`src/ccpcmp_pkg.sv`:
```
// Package for the compare channel: register map, field layout, mode codes.
// Assumes a plain byte-wide register port and a 16-bit timer outside.
package ccpcmp_pkg;

  // ----------------------------------------------------------------
  // Register map
  // ----------------------------------------------------------------
  localparam logic [1:0] ADDR_CONTROL  = 2'h0;
  localparam logic [1:0] ADDR_CMP_LOW  = 2'h1;
  localparam logic [1:0] ADDR_CMP_HIGH = 2'h2;
  localparam logic [1:0] ADDR_ALT_PIN  = 2'h3;

  // ----------------------------------------------------------------
  // Field layout and reset values
  // ----------------------------------------------------------------
  localparam int         MODE_LSB       = 0;
  localparam int         MODE_MSB       = 3;
  localparam int         DUTY_LSB       = 4;
  localparam int         DUTY_MSB       = 5;
  localparam int         ALT_SEL_BIT    = 0;
  localparam logic [7:0] CONTROL_RESET  = 8'h00;
  localparam logic [7:0] CMP_RESET      = 8'h00;
  localparam logic [7:0] ALT_PIN_RESET  = 8'h00;
  localparam logic [7:0] CONTROL_MASK   = 8'h3f;
  localparam logic [7:0] ALT_PIN_MASK   = 8'h01;

  // ----------------------------------------------------------------
  // Compare mode encodings
  // ----------------------------------------------------------------
  localparam logic [3:0] MODE_OFF       = 4'h0;
  localparam logic [3:0] MODE_TOGGLE    = 4'h2;
  localparam logic [3:0] MODE_SET       = 4'h8;
  localparam logic [3:0] MODE_CLEAR     = 4'h9;
  localparam logic [3:0] MODE_SOFT_INT  = 4'ha;
  localparam logic [3:0] MODE_SPECIAL   = 4'hb;

  typedef enum logic [1:0] {
    CCPCMP_ACT_NONE,
    CCPCMP_ACT_PIN,
    CCPCMP_ACT_INT,
    CCPCMP_ACT_TRIG
  } ccpcmp_act_t;

  // Register port request
  typedef struct packed {
    logic       wr;
    logic       rd;
    logic [1:0] addr;
    logic [7:0] wdata;
  } ccpcmp_req_t;

  // Timer side view
  typedef struct packed {
    logic [15:0] count;
    logic        tick;
    logic        sys_clk_src;
  } ccpcmp_tmr_t;

endpackage : ccpcmp_pkg

```
`src/ccpcmp_compare_unit.sv`:
```
// One compare channel: registers, match actions, trigger and pin routing.
// Assumes a 16-bit timer outside that supplies its count and a tick
// enable per timer clock edge, and accepts a reset request.

module ccpcmp_compare_unit
(
  // Clock and reset
  input  wire logic                   sys_clk_i,
  input  wire logic                   reset_n_i,
  // Register port
  input  wire ccpcmp_pkg::ccpcmp_req_t reg_req_i,
  output logic [7:0]                  reg_rdata_o,
  // Timer
  input  wire ccpcmp_pkg::ccpcmp_tmr_t timer_i,
  output logic                        timer_reset_o,
  output logic                        timer_ovf_from_trig_o,
  // Converter
  input  wire logic                   adc_enable_i,
  output logic                        adc_start_o,
  // Interrupt flag
  input  wire logic                   flag_clear_i,
  output logic                        channel_interrupt_flag_o,
  // Pin
  input  wire logic                   pin_direction_bit_i,
  input  wire logic                   port_data_i,
  output logic                        pin_main_o,
  output logic                        pin_main_oe_o,
  output logic                        pin_alt_o,
  output logic                        pin_alt_oe_o,
  output logic                        special_trigger_o
);

  // ----------------------------------------------------------------
  // Reset synchroniser
  // ----------------------------------------------------------------
  logic rst_meta_q;
  logic rst_n_q;

  always_ff @(posedge sys_clk_i or negedge reset_n_i)
  begin
    if (!reset_n_i)
    begin
      rst_meta_q <= 1'b0;
      rst_n_q    <= 1'b0;
    end
    else
    begin
      rst_meta_q <= 1'b1;
      rst_n_q    <= rst_meta_q;
    end
  end

  // ----------------------------------------------------------------
  // Mode decode
  // ----------------------------------------------------------------
  function automatic ccpcmp_pkg::ccpcmp_act_t decode_mode(input logic [3:0] mode);
    ccpcmp_pkg::ccpcmp_act_t act;
    act = ccpcmp_pkg::CCPCMP_ACT_NONE;
    case (mode)
      ccpcmp_pkg::MODE_TOGGLE,
      ccpcmp_pkg::MODE_SET,
      ccpcmp_pkg::MODE_CLEAR:    act = ccpcmp_pkg::CCPCMP_ACT_PIN;
      ccpcmp_pkg::MODE_SOFT_INT: act = ccpcmp_pkg::CCPCMP_ACT_INT;
      ccpcmp_pkg::MODE_SPECIAL:  act = ccpcmp_pkg::CCPCMP_ACT_TRIG;
      default:                   act = ccpcmp_pkg::CCPCMP_ACT_NONE;
    endcase
    return act;
  endfunction : decode_mode

  // ----------------------------------------------------------------
  // Registers
  // ----------------------------------------------------------------
  logic [7:0] control_q;
  logic [7:0] cmp_low_q;
  logic [7:0] cmp_high_q;
  logic [7:0] alt_pin_q;
  logic       wr_control;

  assign wr_control = reg_req_i.wr && (reg_req_i.addr == ccpcmp_pkg::ADDR_CONTROL);

  always_ff @(posedge sys_clk_i or negedge rst_n_q)
  begin
    if (!rst_n_q)
    begin
      control_q  <= ccpcmp_pkg::CONTROL_RESET;
      cmp_low_q  <= ccpcmp_pkg::CMP_RESET;
      cmp_high_q <= ccpcmp_pkg::CMP_RESET;
      alt_pin_q  <= ccpcmp_pkg::ALT_PIN_RESET;
    end
    else if (reg_req_i.wr)
    begin
      case (reg_req_i.addr)
        ccpcmp_pkg::ADDR_CONTROL:  control_q  <= reg_req_i.wdata & ccpcmp_pkg::CONTROL_MASK;
        ccpcmp_pkg::ADDR_CMP_LOW:  cmp_low_q  <= reg_req_i.wdata;
        ccpcmp_pkg::ADDR_CMP_HIGH: cmp_high_q <= reg_req_i.wdata;
        ccpcmp_pkg::ADDR_ALT_PIN:  alt_pin_q  <= reg_req_i.wdata & ccpcmp_pkg::ALT_PIN_MASK;
        default:                   control_q  <= control_q;
      endcase
    end
  end

  // Read data stands in the cycle after the strobe only
  always_ff @(posedge sys_clk_i or negedge rst_n_q)
  begin
    if (!rst_n_q)
      reg_rdata_o <= 8'h00;
    else if (reg_req_i.rd)
    begin
      case (reg_req_i.addr)
        ccpcmp_pkg::ADDR_CONTROL:  reg_rdata_o <= control_q & ccpcmp_pkg::CONTROL_MASK;
        ccpcmp_pkg::ADDR_CMP_LOW:  reg_rdata_o <= cmp_low_q;
        ccpcmp_pkg::ADDR_CMP_HIGH: reg_rdata_o <= cmp_high_q;
        ccpcmp_pkg::ADDR_ALT_PIN:  reg_rdata_o <= alt_pin_q;
        default:                   reg_rdata_o <= 8'h00;
      endcase
    end
    else
      reg_rdata_o <= 8'h00;
  end

  // ----------------------------------------------------------------
  // Match detection
  // ----------------------------------------------------------------
  logic [3:0]              mode;
  ccpcmp_pkg::ccpcmp_act_t act;
  logic                    match;
  logic                    match_q;
  logic                    match_rise;

  assign mode = control_q[ccpcmp_pkg::MODE_MSB:ccpcmp_pkg::MODE_LSB];
  assign act  = decode_mode(mode);

  // Timer clocked from the raw system clock cannot be recognized
  ccpcmp_matcher u_matcher
  (
    .cmp_value_i   ({cmp_high_q, cmp_low_q}),
    .timer_count_i (timer_i.count),
    .enable_i      ((act != ccpcmp_pkg::CCPCMP_ACT_NONE) && !timer_i.sys_clk_src),
    .match_o       (match)
  );

  always_ff @(posedge sys_clk_i or negedge rst_n_q)
  begin
    if (!rst_n_q)
      match_q <= 1'b0;
    else
      match_q <= match; // history lives on sys_clk_i; nothing is promised while it stops
  end

  // One action per match: the count may hold for many system cycles
  assign match_rise = match && !match_q;

  // ----------------------------------------------------------------
  // Interrupt flag
  // ----------------------------------------------------------------
  always_ff @(posedge sys_clk_i or negedge rst_n_q)
  begin
    if (!rst_n_q)
      channel_interrupt_flag_o <= 1'b0;
    else if (match_rise)
      channel_interrupt_flag_o <= 1'b1; // set wins over clear
    else if (flag_clear_i)
      channel_interrupt_flag_o <= 1'b0;
  end

  // ----------------------------------------------------------------
  // Compare output latch
  // ----------------------------------------------------------------
  logic out_latch_q;

  always_ff @(posedge sys_clk_i or negedge rst_n_q)
  begin
    if (!rst_n_q)
      out_latch_q <= 1'b0;
    else if (wr_control && (reg_req_i.wdata == 8'h00))
      out_latch_q <= 1'b0;
    else if (match_rise)
    begin
      case (mode)
        ccpcmp_pkg::MODE_TOGGLE: out_latch_q <= !out_latch_q;
        ccpcmp_pkg::MODE_SET:    out_latch_q <= 1'b1;
        ccpcmp_pkg::MODE_CLEAR:  out_latch_q <= 1'b0;
        default:                 out_latch_q <= out_latch_q;
      endcase
    end
  end

  // ----------------------------------------------------------------
  // Special event trigger
  // ----------------------------------------------------------------
  logic trig_pending_q;
  logic trig_now;

  assign trig_now = match_rise && (act == ccpcmp_pkg::CCPCMP_ACT_TRIG);

  // Combinational so the trigger appears in the match cycle itself
  assign special_trigger_o = trig_now;
  assign adc_start_o       = trig_now && adc_enable_i;

  always_ff @(posedge sys_clk_i or negedge rst_n_q)
  begin
    if (!rst_n_q)
      trig_pending_q <= 1'b0;
    else if (trig_now)
      trig_pending_q <= 1'b1;
    else if (timer_i.tick || !match)
      trig_pending_q <= 1'b0;
  end

  // Reset lands on the next timer clock edge, only while still equal
  assign timer_reset_o         = trig_pending_q && match && timer_i.tick;
  assign timer_ovf_from_trig_o = 1'b0;

  // ----------------------------------------------------------------
  // Pin routing
  // ----------------------------------------------------------------
  logic pin_val;
  logic pin_oe;
  logic use_alt;

  // Port logic keeps the pin in interrupt-only and trigger modes
  assign pin_val = (act == ccpcmp_pkg::CCPCMP_ACT_PIN) ? out_latch_q : port_data_i;
  assign pin_oe  = !pin_direction_bit_i;
  assign use_alt = alt_pin_q[ccpcmp_pkg::ALT_SEL_BIT];

  assign pin_main_o    = use_alt ? 1'b0 : pin_val;
  assign pin_main_oe_o = use_alt ? 1'b0 : pin_oe;
  assign pin_alt_o     = use_alt ? pin_val : 1'b0;
  assign pin_alt_oe_o  = use_alt ? pin_oe : 1'b0;

endmodule : ccpcmp_compare_unit

```
`src/ccpcmp_matcher.sv`:
```
// Equality detector between compare value and timer count.
// Assumes both words are stable in the system clock domain.
module ccpcmp_matcher
(
  // Operands
  input  wire logic [15:0] cmp_value_i,
  input  wire logic [15:0] timer_count_i,
  input  wire logic        enable_i,
  // Result
  output logic             match_o
);

  // Evaluated on every timer value, not just on ticks
  assign match_o = enable_i && (cmp_value_i == timer_count_i);

endmodule : ccpcmp_matcher

```
`config.mk`:
```
export PLATFORM = sky130hd
export DESIGN_NAME = ccpcmp_compare_unit
export DESIGN_NICKNAME = d
export VERILOG_FILES = /design/src/ccpcmp_pkg.sv /design/src/ccpcmp_compare_unit.sv /design/src/ccpcmp_matcher.sv
export SDC_FILE = /design/constraint.sdc
export NUM_CORES = 1
export LEC_CHECK = 0
export ABC_AREA = 1
export BUFFER_PORTS_ARGS = -buffer_cell sky130_fd_sc_hd__buf_2
export CORE_AREA = 2 2 63 65
export CTS_CLUSTER_SIZE = 24
export DETAILED_ROUTE_END_ITERATION = 10
export DIE_AREA = 0 0 65 67
export GPL_ROUTABILITY_DRIVEN = 1
export HOLD_SLACK_MARGIN = 0.06
export PLACE_DENSITY = 0.82
export SYNTH_ARGS = -nofsm -noshare
export SYNTH_HDL_FRONTEND = slang
export SYNTH_SLANG_ARGS = --single-unit
```
`constraint.sdc`:
```
create_clock -name sys_clk_i -period 2.05 [get_ports sys_clk_i]
set_input_delay 0.3075 -clock sys_clk_i [delete_from_list [all_inputs] [get_ports sys_clk_i]]
set_output_delay 0.3075 -clock sys_clk_i [all_outputs]
set_load 0.1 [all_outputs]
```
==> metrics.yaml <==
root_buffer: "clkbuf_8"
synth.largest_area_cell: "dfrtp_1"
r2r-start: "control_q[1]"
grt_pass1_wl_mm: 7.31
max_freq_ghz: 0.458
synth_cell_type_count: 25
syn_nets: 304
vias: 1895
num_antenna_cells: 0
yosysSeqAreaShare_pct: 47.9
cp-start-kind: "register"
fill_cells: 282
antenna_found_initial: 0
end_kind: "output port"
clockBufferDepth: 2
design_area_sq_um: 2540
syn_avg_cell_area_sq_um: 7.21
power_leakage_nw: 1.44
p_switching_mw: 0.750
avgViaCountPerCell: 4.93
numCtsBuffers: 5
drc: 0
io_pins: 53
grt_max_degree: 36
syn_to_final_growth_pct: 31.7
setup_ws_ns: -0.133
cts_tree: "yes"
min_to: "trig_pending_q"
setup_tns_ns: -0.288
grt_pass1_vias: 1692
fp.dieH_um: 67
power_density_nw_per_um2: 799
hold_path_class: "input pin to register"
synth_top_area_share_pct: 47.9
htreeDepth: 2
wl_per_cell_um: 12.2
p_total_mw: 2.03
r2r_slack_ns: 0.49
layout.nets: 371
intPower_mw: 1.28
p_seq_share_pct: 43.8
clock-skew-final_ns: 0.0101
path_class: "register to output port"
port_buffers: 51
period_share_pct: 106
place_congestion: 0.887
p_clk_share_pct: 26.0
yosysWarnings: 0
final_cell_mix: "nand2_1, inv_1, buf_2, dfrtp_1, o21ai_0"
status: "finished, violations left"
clkLatencyLatePin_ns: 0.30
cts.reportedPaths.clkPinSlew_ns: 0.07
synth_area_leaders: "dfrtp_1, nand2_1, inv_1"
r2r_cells: 11
netlist_area_sq_um: 1930
min_path_cells: 2
routed_wirelength_mm: 4.67
relSlewSlack_pct: 65.1
tightestPinTransition_ns: 0.522
row_count: 22
min_from: "timer_i[1]"
drt_iter0_drc: 125
r2r_end: "out_latch_q"
finalMaxSlewViolations: 0
clock-sinks: 37
syn_inst: 268
min_period_ns: 2.18
hold_viol: 0
drv_cap: 0
ys_seq_elements: 37
rsz0062_at_grt: "true"
grt_overflow: 0
die_w_um: 65
die-area_sq_um: 4360
place_ws_ns: 0.117
violations: "negative setup slack"
cp.arrival_ns: 1.88
layout-drive-gt1-share_pct: 28.0
hold_ws_ns: 0.201
setup_viol: 3
swShare_pct: 36.9
hpwl_mm: 3.43
initial_core_util_pct: 53.6
track_usage_pct: 22.8
ant_nets: 0
crit_fanout: 3
dr.pass1.iters: 5
combPwrFrac_pct: 30.2
design.core.area_sq_um: 3610
dpl_cell_area_sq_um: 2340
final_common_cell: "nand2_1"
max-vdd-ir-drop_uv: 521
worstPathRequired_ns: 1.74
[power groups by stage]
stage	registers (mW)	clock network, mW	logic (mW)
after floorplan	0.985	0	0.305
after global placement	0.898	0	0.546
after detailed placement	0.902	0	0.555
after CTS	0.883	0.536	0.594
after global routing	0.900	0.582	0.668
final	0.890	0.528	0.614
[cells in the mapped netlist (all sizes together)]
master  instances
nor4            1
xor2            1
a221oi          1
a21oi           4
nor2           24
inv            61
nand2          86
o221ai          2
clkbuf          3
o22ai           2
o21ai          31
conb            2
nand3           5
nor3            1
dfrtp          37
o211ai          1
nand4           5
buf             1
[state kept, by name (all words and copies together), names as in the netlist]
name	cells
cmp_high_q	8
cmp_low_q	8
reg_rdata_o	8
trig_pending_q	1
match_q	1
out_latch_q	1
rst_n_q	1
rst_meta_q	1
control_q	6
channel_interrupt_flag_o	1
alt_pin_q	1
[metrics by stage]
step           instances  utilization (%)
2_1_floorplan        268                -
3_3_place_gp         366             64.9
3_5_place_dp         366             64.9
4_1_cts              383             69.8
5_1_grt              384             70.6
6_report             384             70.6
[worst max-delay path, cell delays in order (launching register included)]
cell	delay, ns
dfrtp_1	0.36
inv_2	0.07
nor3_4	0.20
nor2_1	0.06
nor2_1	0.10
nand2_1	0.08
nor2_4	0.16
nand2_4	0.07
nor2_4	0.13
inv_2	0.07
nor2_4	0.10
buf_12	0.18
[worst max-delay path by stage]
stage                 start           to  slack (ns)  cells past startpoint
2_1_floorplan  control_q[2]  adc_start_o       -0.40                      9
6_report       control_q[1]  adc_start_o       -0.13                     11
3_5_place_dp   control_q[2]  adc_start_o        0.12                     10
5_1_grt        control_q[1]  adc_start_o       -0.25                     11
4_1_cts        cmp_low_q[4]  adc_start_o       -0.12                     12
3_3_place_gp   control_q[0]  adc_start_o        0.16                     10
[timing repair]
action,in CTS,in global routing
hold endpoints to repair,2,0
setup endpoints to repair,3,5
resized for setup,6,7
buffers inserted,8,1
hold buffers,1,0
pin swaps,5,3
[layout make-up]
type | instances | area [sq um] | share of cell area, %
flip-flops and latches | 37 | 927 | 36.4
clock buffers | 6 | 82.6 | 3.24
well taps | 48 | 60.1 | 2.36
repair buffers | 64 | 430 | 16.9
multi-input cells | 166 | 802 | 31.5
clock inverters | 2 | 13.8 | 0.541
inverters | 61 | 229 | 9.00
[logic make-up after synthesis]
| group | synth area share (%) |
|---|---|
| flops | 47.9 |
| simple gates | 26.8 |
| other cells | 0.388 |
| xor+xnor | 0.453 |
| compound gates | 11.7 |
| buf+inv | 12.8 |
[per-layer routing]
layer	routed length, um	vias to the layer above	track usage (%)
li1	-	949	-
met1	2020	852	27.7
met2	2210	86	39.3
met3	360	8	4.90
met4	75	0	9.04
met5	0	-	0
(Power assumes the default switching activity.)
